[config.mk]
export PLATFORM = sky130hd
export DESIGN_NAME = sba_activation
export DESIGN_NICKNAME = d
export VERILOG_FILES = /design/src/rtl/sba_pkg.sv /design/src/rtl/sba_tmr_if.sv /design/src/rtl/sba_activation.sv /design/src/rtl/sba_frame_timer.sv
export VERILOG_INCLUDE_DIRS = /design/src /design/src/rtl
export SDC_FILE = /design/constraint.sdc
export NUM_CORES = 1
export LEC_CHECK = 0
export ABC_AREA = 1
export BUFFER_PORTS_ARGS = -buffer_cell sky130_fd_sc_hd__buf_2
export CORE_MARGIN = 2
export CORE_UTILIZATION = 45
export CTS_BUF_LIST = sky130_fd_sc_hd__clkbuf_8
export CTS_CLUSTER_SIZE = 30
export DETAILED_ROUTE_END_ITERATION = 8
export GPL_TIMING_DRIVEN = 1
export PLACE_DENSITY = 0.72
export SYNTH_ARGS = -nofsm -noshare
export SYNTH_HDL_FRONTEND = slang
export SYNTH_SLANG_ARGS = --single-unit
[constraint.sdc]
create_clock -name clk_i -period 3.6 [get_ports clk_i]
set_clock_uncertainty 0.1 [all_clocks]
set_input_delay 0.72 -clock clk_i [delete_from_list [all_inputs] [get_ports clk_i]]
set_output_delay 0.72 -clock clk_i [all_outputs]
set_load 0.05 [all_outputs]
[src/rtl/sba_defs.svh]
// Constants for the S-bus layer-1 activation block
`ifndef SBA_DEFS_SVH
`define SBA_DEFS_SVH
// Terminal-mode indications
`define SBA_CLOCKS_UP_INDICATION 4'h7
`define SBA_DEACTIVATE_REQUEST_CODE 4'h0
`define SBA_SLIP_DETECTED_CODE 4'h2
`define SBA_UNPLUGGED_CODE 4'h3
`define SBA_ERROR_CODE 4'h6
`define SBA_LEVEL_UNSYNCED_CODE 4'h4
`define SBA_ACTIVATE_REQUEST_DOWN 4'h8
`define SBA_LOOPBACK_TEST_CODE 4'hA
`define SBA_AWAKE_LOOPBACK_CODE 4'hB
`define SBA_ACTIVE_PRIORITY_LOW 4'hC
`define SBA_ACTIVE_PRIORITY_HIGH 4'hD
`define SBA_DEACTIVATE_ACK_DOWN 4'hF
// Terminal-mode commands
`define SBA_CLOCK_REQUEST_CODE 4'h0
`define SBA_SOFT_RESET_COMMAND 4'h1
`define SBA_CONTINUOUS_PULSE_COMMAND 4'h4
`define SBA_SINGLE_PULSE_COMMAND 4'h2
`define SBA_ACTIVATE_PRIO_LOW_COMMAND 4'h8
`define SBA_ACTIVATE_PRIO_HIGH_COMMAND 4'h9
`define SBA_LOOP_ACTIVATE_COMMAND 4'hA
`define SBA_DEACTIVATE_UP_CODE 4'hF
// Line-termination commands
`define SBA_LT_DEACT_REQUEST 4'h0
`define SBA_LT_CONT_PULSE 4'h1
`define SBA_LT_SINGLE_PULSE 4'h2
`define SBA_LT_ACTIVATE_DOWN 4'h8
`define SBA_LT_LOOP_ACTIVATE 4'hA
`define SBA_LT_DEACT_ACK_DOWN 4'hF
// Line-termination indications
`define SBA_LOST_LEVEL_CODE 4'h1
`define SBA_LOST_FRAMING_UP_CODE 4'h4
`define SBA_ACTIVATE_REQUEST_UP 4'h8
`define SBA_ACTIVATE_INDICATION_UP 4'hC
`define SBA_LT_DEACTIVATED_CODE 4'hF
// Line signal codes
`define SBA_INFO0 3'h0
`define SBA_INFO1 3'h1
`define SBA_INFO2 3'h2
`define SBA_INFO3 3'h3
`define SBA_INFO4 3'h4
`define SBA_TX_CONT 3'h5
`define SBA_TX_SINGLE 3'h6
`define SBA_RX_UNSYNCED 3'h7
// Timing
`define SBA_CLK_MHZ 10
`define SBA_FRAME_US 250
`define SBA_FLYWHEEL_MS 16
`define SBA_GUARD_MS 32
`define SBA_AWAKE_MS 4
`define SBA_CLK_START_US 500
`define SBA_STOP_FRAMES 8'h04
`define SBA_MS_FRAMES(ms) 8'((ms) * 1000 / `SBA_FRAME_US)
// Register port
`define SBA_REG_CTRL 4'h0
`define SBA_REG_STATUS 4'h4
`define SBA_CTRL_MODE_LSB 0
`define SBA_CTRL_CLKSTOP_BIT 2
`define SBA_CTRL_HW2_BIT 3
`endif

[src/rtl/sba_pkg.sv]
// Types for the S-bus layer-1 activation block
`default_nettype none
package sba_pkg;
  typedef enum logic [1:0] {
    SBA_MODE_TE = 2'h0,
    SBA_MODE_LTT = 2'h1,
    SBA_MODE_LTS = 2'h2
  } sba_mode_t;
  typedef enum logic [4:0] {
    F3_DOWN = 5'h00, F3_UP = 5'h01, F3_PEND_DEACT = 5'h02, F4_PEND_ACT = 5'h03,
    F5_UNSYNC = 5'h04, F6_SYNC = 5'h05, F7_ACTIVE = 5'h06, F8_LOST = 5'h07,
    LOOP_CLOSED = 5'h08, LOOP_ACTIVE = 5'h09, TEST_CONT = 5'h0A, TEST_SINGLE = 5'h0B,
    IDLE_RESET = 5'h0C, G1_DEACT = 5'h10, G2_WAIT = 5'h11, G2_SYNC = 5'h12,
    G3_ACTIVE = 5'h13, G4_PEND_DEACT = 5'h14
  } sba_state_t;
  typedef struct packed {
    logic [7:0] cnt;
    logic done;
  } sba_tmr_t;
  typedef struct packed {
    sba_state_t state;
    logic [3:0] ind;
    logic [2:0] tx;
    logic clk_on;
    logic [15:0] clk_cnt;
    logic prio_hi;
    logic ar_seen;
    logic slip_f;
    logic pass;
    logic loop_f;
    logic awake_en;
    logic run_a;
    logic [7:0] lim_a;
    logic run_b;
    logic [31:0] rdata;
    sba_mode_t mode;
    logic clkstop;
    logic hw2;
    logic rp1, rp2, dl1, dl2, cs1, cs2;
  } sba_core_t;
endpackage : sba_pkg
`default_nettype wire

[src/rtl/sba_tmr_if.sv]
// Frame timer handshake between the state machine and its timers
`default_nettype none
interface sba_tmr_if;
  logic tick;
  logic run;
  logic [7:0] limit;
  logic done;
  modport ctl (output tick, output run, output limit, input done);
  modport tmr (input tick, input run, input limit, output done);
endinterface : sba_tmr_if
`default_nettype wire

[src/rtl/sba_activation.sv]
// Layer-1 activation state machine for terminal and line-termination modes
//
// Overview of operation
// - Terminal reports clocks-up, quiescent before clock stop
// - Report deactivate request when line deactivates
// - Trunk-terminal mode reports slip on excessive wander
// - Unplugged code replaces clocks-up when disconnected
// - Error code on soft reset, or on reset pin while clock stop is clear
// - Level-unsynced and INFO2-received indications
// - Test codes for loop and continuous pulses
// - Active indication follows selected priority class
// - Awake detector on except reset; clock stop
// - Timing request powers up; indicate after clocks
// - INFO0 flywheel to pending deactivation, exit rules
// - Terminal activation sends INFO1, stays indefinitely
// - Any line signal stops INFO1 promptly
// - INFO2 answered with INFO3, await INFO4
// - INFO4 reaches activated state promptly
// - Second highway mode needs activate before pass-through
// - Lost framing waits for INFO2, INFO4, INFO0
// - Loop active reports test or awake-test code
// - Soft reset idles; leave with deactivate-up
// - Line-termination command codes
// - Line-termination indication codes
// - INFO2 after 4 ms of awake pulses
// - INFO4 on INFO3, INFO2 on lost sync
// - Deactivated after 16 ms INFO0 or 32 ms
//
// Design decisions made here: the register offsets and the address-and-strobe port.
`include "sba_defs.svh"
`default_nettype none
module sba_activation #(
  parameter logic [15:0] CLK_START_CYC = 16'(`SBA_CLK_START_US * `SBA_CLK_MHZ)
) (
  input wire logic clk_i,
  input wire logic sys_rst_i,
  input wire logic [3:0] addr_i,
  input wire logic [31:0] wdata_i,
  input wire logic wr_stb_i,
  input wire logic rd_stb_i,
  output logic [31:0] rdata_o,
  input wire logic [3:0] cmd_i,
  output logic [3:0] ind_o,
  input wire logic frame_tick_i,
  input wire logic [2:0] rx_info_i,
  input wire logic slip_i,
  input wire logic reset_pin_i,
  input wire logic upstream_data_line_i,
  input wire logic bus_connected_sense_i,
  output logic [2:0] tx_info_o,
  output logic clocks_on_o,
  output logic awake_en_o,
  output logic pass_through_o,
  output logic loop_o
);
  import sba_pkg::*;

  sba_core_t r, n;
  sba_tmr_if ta ();
  sba_tmr_if tb ();
  logic level;
  logic te;
  logic is_ar;

  function automatic logic [3:0] rx_ind(input logic lvl);
    rx_ind = lvl ? `SBA_LOST_FRAMING_UP_CODE : `SBA_LOST_LEVEL_CODE;
  endfunction : rx_ind

  function automatic logic [3:0] up_ind(input logic on, input logic conn);
    if (!on) begin
      up_ind = `SBA_DEACTIVATE_ACK_DOWN;
    end else begin
      up_ind = conn ? `SBA_CLOCKS_UP_INDICATION : `SBA_UNPLUGGED_CODE;
    end
  endfunction : up_ind

  assign level = rx_info_i != `SBA_INFO0;
  assign te = r.mode != SBA_MODE_LTS;
  assign is_ar = cmd_i == `SBA_ACTIVATE_PRIO_LOW_COMMAND ||
                 cmd_i == `SBA_ACTIVATE_PRIO_HIGH_COMMAND;

  always_comb begin
    n = r;
    n.rp1 = reset_pin_i;
    n.rp2 = r.rp1;
    n.dl1 = upstream_data_line_i;
    n.dl2 = r.dl1;
    n.cs1 = bus_connected_sense_i;
    n.cs2 = r.cs1;
    n.rdata = 32'h00000000;
    if (wr_stb_i) begin
      if (addr_i == `SBA_REG_CTRL) begin
        n.mode = sba_mode_t'(wdata_i[`SBA_CTRL_MODE_LSB +: 2]);
        n.clkstop = wdata_i[`SBA_CTRL_CLKSTOP_BIT];
        n.hw2 = wdata_i[`SBA_CTRL_HW2_BIT];
      end
    end
    if (rd_stb_i) begin
      if (addr_i == `SBA_REG_CTRL) begin
        n.rdata = {28'h0000000, r.hw2, r.clkstop, r.mode};
      end else if (addr_i == `SBA_REG_STATUS) begin
        n.rdata = {17'h00000, r.state, r.ind, r.tx, r.clk_on, r.pass, r.awake_en};
      end
    end

    // Next state
    if (te) begin
      case (r.state)
        F3_DOWN: begin
          if (cmd_i == `SBA_CLOCK_REQUEST_CODE || !r.dl2) begin
            n.state = F3_UP;
          end else if (is_ar) begin
            n.state = F4_PEND_ACT;
          end else if (level && r.awake_en) begin
            n.state = F5_UNSYNC;
          end
        end
        F3_UP, F4_PEND_ACT: begin
          // A static-low data line carries no command, so it holds power up
          if (cmd_i == `SBA_DEACTIVATE_UP_CODE && r.dl2) begin
            n.state = F3_DOWN;
          end else if (level) begin
            n.state = F5_UNSYNC;
          end else if (is_ar) begin
            n.state = F4_PEND_ACT;
          end
        end
        F3_PEND_DEACT: begin
          if (cmd_i == `SBA_DEACTIVATE_UP_CODE) begin
            n.state = F3_DOWN;
          end else if (level) begin
            n.state = F5_UNSYNC;
          end
        end
        F5_UNSYNC, F6_SYNC, F7_ACTIVE, F8_LOST: begin
          if (ta.done) begin
            n.state = F3_PEND_DEACT;
          end else if (rx_info_i == `SBA_INFO4) begin
            n.state = F7_ACTIVE;
          end else if (rx_info_i == `SBA_INFO2) begin
            n.state = F6_SYNC;
          end else if (rx_info_i == `SBA_RX_UNSYNCED && r.state != F5_UNSYNC) begin
            n.state = F8_LOST;
          end
        end
        LOOP_CLOSED, LOOP_ACTIVE, TEST_CONT, TEST_SINGLE: begin
          if (r.state == LOOP_CLOSED && frame_tick_i) begin
            n.state = LOOP_ACTIVE;
          end
          if (cmd_i == `SBA_DEACTIVATE_UP_CODE) begin
            n.state = F3_DOWN;
          end else if (cmd_i == `SBA_CLOCK_REQUEST_CODE) begin
            n.state = F3_UP;
          end else if (is_ar) begin
            n.state = F4_PEND_ACT;
          end
        end
        IDLE_RESET: begin
          if (cmd_i == `SBA_DEACTIVATE_UP_CODE) begin
            n.state = F3_DOWN;
          end
        end
        default: begin
          n.state = F3_DOWN;
        end
      endcase
      // Unconditional commands override any terminal state
      if (cmd_i == `SBA_SOFT_RESET_COMMAND) begin
        n.state = IDLE_RESET;
      end else if (cmd_i == `SBA_CONTINUOUS_PULSE_COMMAND) begin
        n.state = TEST_CONT;
      end else if (cmd_i == `SBA_SINGLE_PULSE_COMMAND) begin
        n.state = TEST_SINGLE;
      end else if (cmd_i == `SBA_LOOP_ACTIVATE_COMMAND && r.state != LOOP_ACTIVE &&
                   r.state != LOOP_CLOSED) begin
        n.state = LOOP_CLOSED;
      end
      if (r.rp2) begin
        n.state = F3_DOWN;
      end
      if (is_ar) begin
        n.prio_hi = cmd_i == `SBA_ACTIVATE_PRIO_HIGH_COMMAND;
      end
    end else begin
      case (r.state)
        G1_DEACT: begin
          if (rx_info_i == `SBA_INFO1 || cmd_i == `SBA_LT_ACTIVATE_DOWN ||
              cmd_i == `SBA_LT_LOOP_ACTIVATE) begin
            n.state = G2_WAIT;
            n.loop_f = cmd_i == `SBA_LT_LOOP_ACTIVATE;
          end
        end
        G2_WAIT: begin
          if (ta.done) begin
            n.state = G2_SYNC;
          end
        end
        G2_SYNC: begin
          if (rx_info_i == `SBA_INFO3) begin
            n.state = G3_ACTIVE;
          end
        end
        G3_ACTIVE: begin
          n.state = G3_ACTIVE;
        end
        G4_PEND_DEACT: begin
          if (ta.done || tb.done) begin
            n.state = G1_DEACT;
          end
        end
        TEST_CONT, TEST_SINGLE: begin
          if (cmd_i == `SBA_LT_DEACT_ACK_DOWN) begin
            n.state = G1_DEACT;
          end
        end
        default: begin
          n.state = G1_DEACT;
        end
      endcase
      if (cmd_i == `SBA_LT_DEACT_REQUEST && r.state != G1_DEACT && r.state != G4_PEND_DEACT) begin
        n.state = G4_PEND_DEACT;
      end else if (cmd_i == `SBA_LT_CONT_PULSE) begin
        n.state = TEST_CONT;
      end else if (cmd_i == `SBA_LT_SINGLE_PULSE) begin
        n.state = TEST_SINGLE;
      end
      if (r.rp2) begin
        n.state = G1_DEACT;
      end
    end

    // Timers restart whenever the state changes
    n.run_a = 1'b0;
    n.lim_a = `SBA_MS_FRAMES(`SBA_FLYWHEEL_MS);
    n.run_b = (n.state == r.state) && r.state == G4_PEND_DEACT;
    case (r.state)
      F5_UNSYNC, F6_SYNC, F7_ACTIVE, F8_LOST, G4_PEND_DEACT: begin
        n.run_a = !level;
      end
      F3_DOWN: begin
        n.run_a = r.mode == SBA_MODE_TE && r.clkstop && r.clk_on;
        n.lim_a = `SBA_STOP_FRAMES;
      end
      G2_WAIT: begin
        n.run_a = level;
        n.lim_a = `SBA_MS_FRAMES(`SBA_AWAKE_MS);
      end
      default: begin
        n.run_a = 1'b0;
      end
    endcase
    n.run_a = n.run_a && (n.state == r.state);

    // Clocks: stopped in power-down only, restarted after oscillator start-up
    if (r.mode == SBA_MODE_TE && r.clkstop && n.state == F3_DOWN &&
        (ta.done || !r.clk_on)) begin
      n.clk_on = 1'b0;
      n.clk_cnt = 16'h0000;
    end else if (!r.clk_on) begin
      if (r.clk_cnt >= CLK_START_CYC - 16'h0001) begin
        n.clk_on = 1'b1;
        n.clk_cnt = 16'h0000;
      end else begin
        n.clk_cnt = r.clk_cnt + 16'h0001;
      end
    end

    n.awake_en = !r.rp2 && n.state != IDLE_RESET;
    n.slip_f = (r.slip_f && !frame_tick_i) ||
               (slip_i && r.mode == SBA_MODE_LTT && n.state == F7_ACTIVE);
    n.ar_seen = n.state == F7_ACTIVE && (r.ar_seen || is_ar);
    n.pass = (n.state == F7_ACTIVE && (!r.hw2 || n.ar_seen)) ||
             (n.state == G3_ACTIVE && rx_info_i == `SBA_INFO3);
    if (te) begin
      n.loop_f = n.state == LOOP_CLOSED || n.state == LOOP_ACTIVE;
    end else if (n.state == G1_DEACT) begin
      n.loop_f = 1'b0;
    end

    // Transmit signal and indication for the next state
    n.tx = `SBA_INFO0;
    n.ind = `SBA_DEACTIVATE_ACK_DOWN;
    case (n.state)
      F3_DOWN: begin
        n.ind = `SBA_DEACTIVATE_ACK_DOWN;
      end
      F3_UP: begin
        n.ind = up_ind(n.clk_on, r.cs2);
      end
      F3_PEND_DEACT: begin
        n.ind = `SBA_DEACTIVATE_REQUEST_CODE;
      end
      F4_PEND_ACT: begin
        n.tx = `SBA_INFO1;
        n.ind = up_ind(n.clk_on, r.cs2);
      end
      F5_UNSYNC, F8_LOST: begin
        n.ind = `SBA_LEVEL_UNSYNCED_CODE;
      end
      F6_SYNC: begin
        n.tx = `SBA_INFO3;
        n.ind = `SBA_ACTIVATE_REQUEST_DOWN;
      end
      F7_ACTIVE: begin
        n.tx = `SBA_INFO3;
        if (n.slip_f) begin
          n.ind = `SBA_SLIP_DETECTED_CODE;
        end else begin
          n.ind = n.prio_hi ? `SBA_ACTIVE_PRIORITY_HIGH : `SBA_ACTIVE_PRIORITY_LOW;
        end
      end
      LOOP_CLOSED: begin
        n.ind = `SBA_LOOPBACK_TEST_CODE;
      end
      LOOP_ACTIVE: begin
        n.ind = level ? `SBA_AWAKE_LOOPBACK_CODE : `SBA_LOOPBACK_TEST_CODE;
      end
      TEST_CONT: begin
        n.tx = `SBA_TX_CONT;
        n.ind = te ? `SBA_LOOPBACK_TEST_CODE : rx_ind(level);
      end
      TEST_SINGLE: begin
        n.tx = `SBA_TX_SINGLE;
        n.ind = te ? `SBA_DEACTIVATE_ACK_DOWN : rx_ind(level);
      end
      IDLE_RESET: begin
        n.ind = `SBA_ERROR_CODE;
      end
      G1_DEACT: begin
        n.ind = rx_info_i == `SBA_INFO1 ? `SBA_ACTIVATE_REQUEST_UP
                                        : `SBA_LT_DEACTIVATED_CODE;
      end
      G2_WAIT: begin
        n.ind = rx_info_i == `SBA_INFO1 ? `SBA_ACTIVATE_REQUEST_UP : rx_ind(level);
      end
      G4_PEND_DEACT: begin
        n.ind = rx_info_i == `SBA_INFO3 ? `SBA_ACTIVATE_INDICATION_UP : rx_ind(level);
      end
      G2_SYNC: begin
        n.tx = `SBA_INFO2;
        n.ind = rx_ind(level);
      end
      G3_ACTIVE: begin
        if (rx_info_i == `SBA_INFO3) begin
          n.tx = `SBA_INFO4;
          n.ind = `SBA_ACTIVATE_INDICATION_UP;
        end else begin
          n.tx = `SBA_INFO2;
          n.ind = rx_ind(level);
        end
      end
      default: begin
        n.tx = `SBA_INFO0;
      end
    endcase
    if (te && r.rp2 && !r.clkstop) begin
      n.ind = `SBA_ERROR_CODE;
    end
  end

  always_ff @(posedge clk_i) begin
    if (sys_rst_i) begin
      r <= '0;
      r.state <= F3_DOWN;
      r.ind <= `SBA_DEACTIVATE_ACK_DOWN;
      r.clk_on <= 1'b1;
      r.awake_en <= 1'b1;
      r.lim_a <= `SBA_MS_FRAMES(`SBA_FLYWHEEL_MS);
      r.rp1 <= 1'b0;
      r.dl1 <= 1'b1;
      r.dl2 <= 1'b1;
      r.cs1 <= 1'b1;
      r.cs2 <= 1'b1;
    end else begin
      r <= n;
    end
  end

  // Frame timers: flywheel/awake/stop timer and the deactivation guard
  assign ta.tick = frame_tick_i;
  assign ta.run = r.run_a;
  assign ta.limit = r.lim_a;
  assign tb.tick = frame_tick_i;
  assign tb.run = r.run_b;
  assign tb.limit = `SBA_MS_FRAMES(`SBA_GUARD_MS);

  sba_frame_timer u_tmr_a (
    .clk_i(clk_i),
    .sys_rst_i(sys_rst_i),
    .t(ta.tmr)
  );
  sba_frame_timer u_tmr_b (
    .clk_i(clk_i),
    .sys_rst_i(sys_rst_i),
    .t(tb.tmr)
  );

  assign rdata_o = r.rdata;
  assign ind_o = r.ind;
  assign tx_info_o = r.tx;
  assign clocks_on_o = r.clk_on;
  assign awake_en_o = r.awake_en;
  assign pass_through_o = r.pass;
  assign loop_o = r.loop_f;
endmodule : sba_activation
`default_nettype wire

[src/rtl/sba_frame_timer.sv]
// Highway-frame counter with restart on run low
`default_nettype none
module sba_frame_timer (
  input wire logic clk_i,
  input wire logic sys_rst_i,
  sba_tmr_if.tmr t
);
  import sba_pkg::*;
  sba_tmr_t r, n;
  always_comb begin
    n = r;
    if (!t.run) begin
      n.cnt = 8'h00;
      n.done = 1'b0;
    end else if (t.tick && !r.done) begin
      n.cnt = r.cnt + 8'h01;
      n.done = (r.cnt + 8'h01) == t.limit;
    end
  end
  always_ff @(posedge clk_i) begin
    if (sys_rst_i) begin
      r <= '0;
    end else begin
      r <= n;
    end
  end
  assign t.done = r.done;
endmodule : sba_frame_timer
`default_nettype wire

Word level (Yosys, flattened, before mapping). Cells that the tools add are included.

Register bits: 105. Output and inout bits: 43.

Add/sub/neg operators: 3. Order comparisons: 1. Equality and inequality tests: 58. Multiplexer cells: 63. Bitwise logic cells: 4. Reductions and logical operators: 70.

Operators by type and width (count): 5-bit two-way mux (32); 4-bit one-hot mux with 15 select lines (1); 5-bit one-hot mux with 6 select lines (2); 5-bit by 4-bit equality test with 1-bit output (second input constant) (10); 5-bit equality test (second input constant) (10); 5-bit by 3-bit equality test with 1-bit output (second input constant) (8); 4-bit two-way mux (9); 17-bit two-way mux (2); 1-bit logical AND (25); 5-bit by 2-bit equality test with 1-bit output (second input constant) (4); 2-bit OR reduction (10); 3-bit one-hot mux with 6 select lines (1); 16-bit by 1-bit adder with 16-bit output (second input constant) (1); 8-bit by 1-bit adder with 8-bit output (second input constant) (2); 4-bit equality test (second input constant) (4); 16-bit by 13-bit greater-or-equal comparator with 1-bit output (second input constant) (1); 16-bit two-way mux (1); 5-bit by 4-bit inequality test with 1-bit output (second input constant) (3); 7-bit one-hot mux with 2 select lines (1); 4-bit OR reduction (3); 1-bit logical OR (11); 5-bit by 1-bit equality test with 1-bit output (second input constant) (2); 5-bit zero test (2); 5-bit inequality test (second input constant) (2); 24 further kinds (52).

Depth between registers and ports, before layout.
Depth in word-level cells: 20. Mapped depth: 22.

By module. Synthesis repeated with hierarchy kept, for this count alone.

Cells, all modules: 832. Area, all modules: 5442.7 µm².

By module, submodules not included: sba_activation (instances 1, cells each 598, area an instance 4063.9 µm², seq. area each 1301.2 µm²); sba_frame_timer (instances 2, cells each 117, area an instance 689.4 µm², seq. area each 180.2 µm²).

Worst setup path before layout. OpenSTA, ideal clock, no wires.

Kind: in2reg. Start point: in cmd_i[0]. End point: reg r[64] (netlist bit). Setup time: 124 ps. Data arrival time: 2362 ps. Required time: 3376 ps. Slack: 1014 ps. Stages: 17. Path buffers: 2. Path through: buf_2 > nand2_1 > nor2_1 > nand2_1 > nand3_1 > nand2_1 > a21oi_1 > nand2_1 > nand2_1 > nand2_1 > nand2_2 > nand2_4 > inv_4 > nand2_4 > o21ai_4 > buf_2 > o22ai_2.

Longest elaborated chain between the ends: 16.

Ends and longest elaborated chain: start: declaration (RTL line sba_activation.sv:42) `input wire logic [3:0] cmd_i,`; 4-bit equality test (no source line); 1-bit logical OR (no source line); 5-bit two-way mux, on equally long branches (RTL line sba_activation.sv:154, sba_activation.sv:124); 5-bit two-way mux, on equally long branches (RTL line sba_activation.sv:152, sba_activation.sv:122); 5-bit two-way mux, on equally long branches (RTL line sba_activation.sv:150, sba_activation.sv:120); 5-bit one-hot mux with 6 select lines (RTL line sba_activation.sv:108) `case (r.state)`; 5-bit two-way mux (RTL line sba_activation.sv:174) `` end else if (cmd_i == `SBA_LOOP_ACTIVATE_COMMAND && r.state != LOOP_ACTIVE && ``; 5-bit two-way mux (RTL line sba_activation.sv:172) `` end else if (cmd_i == `SBA_SINGLE_PULSE_COMMAND) begin ``; 5-bit two-way mux (RTL line sba_activation.sv:170) `` end else if (cmd_i == `SBA_CONTINUOUS_PULSE_COMMAND) begin ``; 5-bit two-way mux (RTL line sba_activation.sv:168) `` if (cmd_i == `SBA_SOFT_RESET_COMMAND) begin ``; 5-bit two-way mux (RTL line sba_activation.sv:178) `if (r.rp2) begin`; 5-bit two-way mux (*) (RTL line sba_activation.sv:107) `if (te) begin`; 5-bit zero test (*) (RTL line sba_activation.sv:255) `if (r.mode == SBA_MODE_TE && r.clkstop && n.state == F3_DOWN &&`; 1-bit logical AND (*) (2 in series) (RTL line sba_activation.sv:255); 2-bit OR reduction (no source line) (*); end signal: assignment (RTL line sba_activation.sv:375) `r <= n;`; end: declaration (RTL line sba_activation.sv:58) `sba_core_t r, n;`.

Mark *: on every way between the ends. The rest lies on a longest branch, timed or not. A chain may end at the register's enable or synchronous reset.

Final worst setup path.
Start point: in rx_info_i[2]. End point: reg r, in the netlist ind_o[2].

Longest elaborated chain between the ends: 19.

Ends and longest elaborated chain: start: declaration (RTL line sba_activation.sv:45) `input wire logic [2:0] rx_info_i,`; 3-bit equality test (no source line); 1-bit logical AND (RTL line sba_activation.sv:142) `` end else if (rx_info_i == `SBA_RX_UNSYNCED && r.state != F5_UNSYNC) begin ``; 5-bit two-way mux (RTL line sba_activation.sv:142); 5-bit two-way mux (RTL line sba_activation.sv:140) `` end else if (rx_info_i == `SBA_INFO2) begin ``; 5-bit two-way mux (RTL line sba_activation.sv:138) `` end else if (rx_info_i == `SBA_INFO4) begin ``; 5-bit two-way mux (RTL line sba_activation.sv:136) `if (ta.done) begin`; 5-bit one-hot mux with 6 select lines (RTL line sba_activation.sv:108); 5-bit two-way mux (RTL line sba_activation.sv:174); [2 not listed]; 5-bit two-way mux (RTL line sba_activation.sv:168); 5-bit two-way mux (RTL line sba_activation.sv:178); 5-bit two-way mux (RTL line sba_activation.sv:107); 5-bit zero test (RTL line sba_activation.sv:255); 1-bit logical AND (2 in series) (RTL line sba_activation.sv:255); 17-bit two-way mux (RTL line sba_activation.sv:255); 4-bit two-way mux (RTL line sba_activation.sv:70) `if (!on) begin`; 4-bit one-hot mux with 15 select lines (*) (RTL line sba_activation.sv:283) `case (n.state)`.

Marks and branches as above.

==> metrics.txt <==
# TYPE chip_impl_metric gauge
chip_impl_metric{name="met2_wirelength",unit="mm"} 5.46
chip_impl_metric{name="drt_first_iter_violations",unit=""} 217
chip_impl_metric{name="multiInputGateArea",unit="sq um"} 2450
chip_impl_metric{name="antenna_found_initial",unit=""} 0
chip_impl_info{name="topRoutingLayerUsed",value="met4"} 1
chip_impl_metric{name="finalCoreUtilization",unit="%"} 49.9
chip_impl_metric{name="via_count",unit=""} 4429
chip_impl_metric{name="vdd_ir_drop_max",unit="uV"} 339
chip_impl_metric{name="reg2reg_slack",unit="ns"} 0.80
chip_impl_info{name="synth_ff_type",value="sky130_fd_sc_hd__dfxtp_1"} 1
chip_impl_info{name="crit_path_end",value="ind_o[2]"} 1
chip_impl_metric{name="asyncSetResetFlopFracSynth",unit="%"} 0
chip_impl_metric{name="cts_num_sinks",unit=""} 83
chip_impl_metric{name="count_of_buffering_cells_on_the_critical_path_with_inverters_included",unit=""} 4
chip_impl_metric{name="critPathArrivalTime",unit="ns"} 3.00
chip_impl_info{name="critPathSlowestCell",value="sky130_fd_sc_hd__inv_1"} 1
chip_impl_metric{name="grt_overflow_total",unit=""} 0
chip_impl_metric{name="number_of_clock_buffers_inserted_by_tritoncts",unit=""} 9
chip_impl_metric{name="drv_cap",unit=""} 0
chip_impl_metric{name="syn_to_final_growth",unit="%"} 7.21
chip_impl_metric{name="synth_seq_cells",unit=""} 83
chip_impl_metric{name="via_count_of_the_first_global_routing_pass",unit=""} 4125
chip_impl_metric{name="worst_skew_pair.late_latency",unit="ns"} 0.37
chip_impl_metric{name="placement.cell_area",unit="sq um"} 4940
chip_impl_metric{name="place.port_buffers",unit=""} 49
chip_impl_metric{name="worst_ep_required_time",unit="ns"} 3.76
chip_impl_metric{name="cts_resized",unit=""} 0
chip_impl_metric{name="post-route-cell-area",unit="sq um"} 5150
chip_impl_info{name="rr_startpoint",value="r[82]"} 1
chip_impl_metric{name="report.final.setup_viol",unit=""} 0
chip_impl_metric{name="worst-path-max-fanout",unit=""} 10
chip_impl_metric{name="drt-met1-wl",unit="mm"} 5.08
chip_impl_metric{name="htreeDepth",unit=""} 3
chip_impl_metric{name="initial_utilization",unit="%"} 46.5
chip_impl_info{name="netlist.top_cell.by_area",value="sky130_fd_sc_hd__dfxtp_1"} 1
chip_impl_info{name="cp-start-kind",value="input port"} 1
chip_impl_metric{name="gp_routability_congestion",unit=""} 0.969
chip_impl_metric{name="top_area_cell_type_share_of_the_netlist_area",unit="%"} 34.6
chip_impl_info{name="unrepaired_setup_endpoints_after_global_routing",value="false"} 1
chip_impl_metric{name="coreArea",unit="sq um"} 10300
chip_impl_metric{name="relSlewSlack",unit="%"} 51.6
chip_impl_metric{name="critical_path_depth",unit=""} 21
chip_impl_metric{name="synthDistinctLibCells",unit=""} 49
chip_impl_metric{name="timing.final.crit_share",unit="%"} 79.1
chip_impl_info{name="worstHoldPathType",value="flop to flop"} 1
chip_impl_metric{name="yosys_warnings",unit=""} 0
chip_impl_metric{name="design.die.area",unit="sq um"} 11500
chip_impl_metric{name="die_y",unit="um"} 107
chip_impl_metric{name="syn_area",unit="sq um"} 4800
chip_impl_metric{name="grt_pass1_wl",unit="mm"} 18.7
chip_impl_metric{name="finalSetupTns",unit="ns"} 0
chip_impl_info{name="cp_dominant_cell_by_count",value="sky130_fd_sc_hd__nand2_1"} 1
chip_impl_metric{name="powerDensity",unit="nW/um^2"} 435
chip_impl_metric{name="layout.filler_cells",unit=""} 1020
chip_impl_metric{name="synthesis.instances",unit=""} 698
chip_impl_metric{name="final.min_clock_period",unit="ns"} 2.85
chip_impl_metric{name="layout.nets",unit=""} 781
chip_impl_metric{name="ant_nets",unit=""} 0
chip_impl_metric{name="core.rowCount",unit=""} 37
chip_impl_info{name="hold_path_startpoint",value="n[4]"} 1
chip_impl_metric{name="detailed_place_hpwl",unit="mm"} 8.52
chip_impl_metric{name="number_of_hold_repair_buffers_added_at_the_cts_stage",unit=""} 0
chip_impl_metric{name="detail_route.vias_per_cell",unit=""} 5.11
chip_impl_metric{name="drt_wl_total",unit="mm"} 11.4
chip_impl_info{name="critical_path_class",value="input port to flop"} 1
chip_impl_metric{name="ff_latch_area",unit="sq um"} 1660
chip_impl_metric{name="cts.reportedPaths.clkPinSlew",unit="ns"} 0.09
chip_impl_metric{name="antenna_cells_inserted",unit=""} 0
chip_impl_metric{name="reg2reg_depth",unit=""} 16
chip_impl_metric{name="total_leakage_power",unit="nW"} 2.40
chip_impl_info{name="timing.critical_path.max_delay_family",value="simple AND/OR/NAND/NOR gates"} 1
chip_impl_metric{name="seq_area_frac_synth",unit="%"} 34.6
chip_impl_metric{name="wire_per_inst",unit="um"} 13.1
chip_impl_metric{name="io_pins",unit=""} 95
chip_impl_metric{name="crit_path_max_incr_delay",unit="ns"} 0.26
chip_impl_info{name="cp_cell_sequence",value="buf_2 -> nor2_2 -> nand2_1 -> inv_1 -> nand3_1 -> nand2_1 -> a21oi_1 -> nand2_1 -> nand2_1 -> nand2_1 -> nand2_2 -> nand2_4 -> inv_4 -> nand2_4 -> inv_1 -> o21ai_0 -> nand2_1 -> nor2_1 -> nand2_1 -> nor2_1 -> nand2_1"} 1
chip_impl_metric{name="groute.usage.overall",unit="%"} 20.5
chip_impl_metric{name="final_hold_viol_count",unit=""} 0
chip_impl_info{name="run_status",value="completed"} 1
chip_impl_info{name="critical_path.reg2reg.endpoint",value="r[63]"} 1
chip_impl_metric{name="syn_avg_cell_area",unit="sq um"} 6.88
chip_impl_metric{name="cts_max_path_buffers",unit=""} 2
chip_impl_info{name="setup.worst_path.start",value="rx_info_i[2]"} 1
chip_impl_metric{name="worst_pin_slew",unit="ns"} 0.721
chip_impl_metric{name="drt_pre_antenna_iters",unit=""} 5
chip_impl_metric{name="floorplan.die.width",unit="um"} 107
chip_impl_info{name="ys_top_cells_by_area",value="sky130_fd_sc_hd__dfxtp_1 (35%), sky130_fd_sc_hd__nand2_1 (9.5%), sky130_fd_sc_hd__inv_1 (7.7%)"} 1
chip_impl_metric{name="drive_above_1_share",unit="%"} 15.2
chip_impl_metric{name="grt_start_max_net_pins",unit=""} 24
chip_impl_info{name="endpoint_kind",value="flop"} 1
chip_impl_metric{name="remaining_routing_drc_violations",unit=""} 0
chip_impl_info{name="cts_tree",value="yes"} 1
chip_impl_metric{name="synth_edf_count",unit=""} 0
chip_impl_metric{name="cts.repair_timing.setup_buffer_count",unit=""} 0
chip_impl_metric{name="wl_met3",unit="um"} 601
chip_impl_metric{name="fmaxAchievable",unit="MHz"} 351
chip_impl_metric{name="final_max_slew_viol_count",unit=""} 0
chip_impl_info{name="cts.root.buffer_cell",value="sky130_fd_sc_hd__clkbuf_8"} 1
==> area by class of cell <==
type                            count  share of cell area [%]
Clock buffer                       11                    2.94
Clock inverter                      5                    1.17
Inverter                          107                    7.89
Multi-Input combinational cell    475                    47.5
Sequential cell                    83                    32.3
Tap cell                          136                    3.30
Timing Repair Buffer               50                    4.91
==> power breakdown <==
group	internal, mW	leakage, nW	switching [mW]
sequential	0.954	0.673	0.0306
combinational	0.140	1.62	0.397
clock	0.361	0.111	0.358
total	1.46	2.40	0.786
==> synthesized netlist by cell type, drive strengths merged (6+ instances only) <==
master / number
or2: 9
nor2: 96
nand4: 12
clkbuf: 6
a21oi: 37
dfxtp: 83
nand2: 134
nand3: 56
o21ai: 37
buf: 43
inv: 107
nor3: 17
a31oi: 6
xor2: 18
==> worst min-delay path, stage by stage, from the launching register on <==
cell and delay [ns]:
sky130_fd_sc_hd__dfxtp_1 0.30, sky130_fd_sc_hd__inv_1 0.04, sky130_fd_sc_hd__nor2_1 0.03
==> per-layer routing <==
| metal | track usage [%] | vias up |
|---|---|---|
| li1 | - | 2255 |
| met1 | 25.4 | 2013 |
| met2 | 35.5 | 140 |
| met3 | 3.51 | 21 |
| met4 | 7.78 | 0 |
| met5 | 0 | - |
==> how the worst min path moves through the flow <==
stage,to,cells after the start
after floorplan,r[4],2
after global placement,r[2],1
after detailed placement,r[4],2
after CTS,r[4],2
after global routing,rdata_o[8],2
final,r[4],2
==> sequential cells by signal (all words and copies together), names as in the netlist, 3 cells and up <==
signal,flops
ind_o,4
n,3
u_tmr_a.r,8
r,31
ta.limit,3
tx_info_o,3
rdata_o,15
u_tmr_b.r,8
==> cells by family after synthesis <==
| family | Yosys count | share of synthesized area, % |
|---|---|---|
| other | 1 | 0.0781 |
| adders and majority gates | 3 | 0.781 |
| AOI/OAI and AO/OA | 103 | 13.3 |
| DFF | 83 | 34.6 |
| and+or+nand+nor | 333 | 32.1 |
| buffers and inverters | 156 | 15.7 |
| xor gates and xnor gates | 19 | 3.46 |
==> placed cells by master (no fill, tap or decap), drive strengths merged <==
cell type  instances
o21ai             37
o2111ai            3
a31oi              6
nor4               4
o211ai             5
a21oi             37
nor3              17
nand3             56
conb              17
inv              109
nand2            134
a41oi              1
o31ai              2
o21bai             1
or2                9
ha                 3
buf               50
bufinv             1
nand4             12
nand3b             4
clkbuf            11
clkinv             2
o22ai              4
nor2              96
o32ai              5
nor2b              1
a221oi             1
xnor2              1
dfxtp             83
xor2              18
a22oi              1
==> stage by stage <==
stage	instances	hold slack, ns	setup WS [ns]	total power, mW
final	867	0.304	0.752	2.24
after global routing	867	0.341	0.611	2.35
after global placement	851	0.290	0.462	1.54
after CTS	867	0.304	0.814	2.25
after detailed placement	851	0.292	0.439	1.54
after floorplan	714	0.288	1.01	1.46
Note: power is estimated with default switching activity, not from simulation.
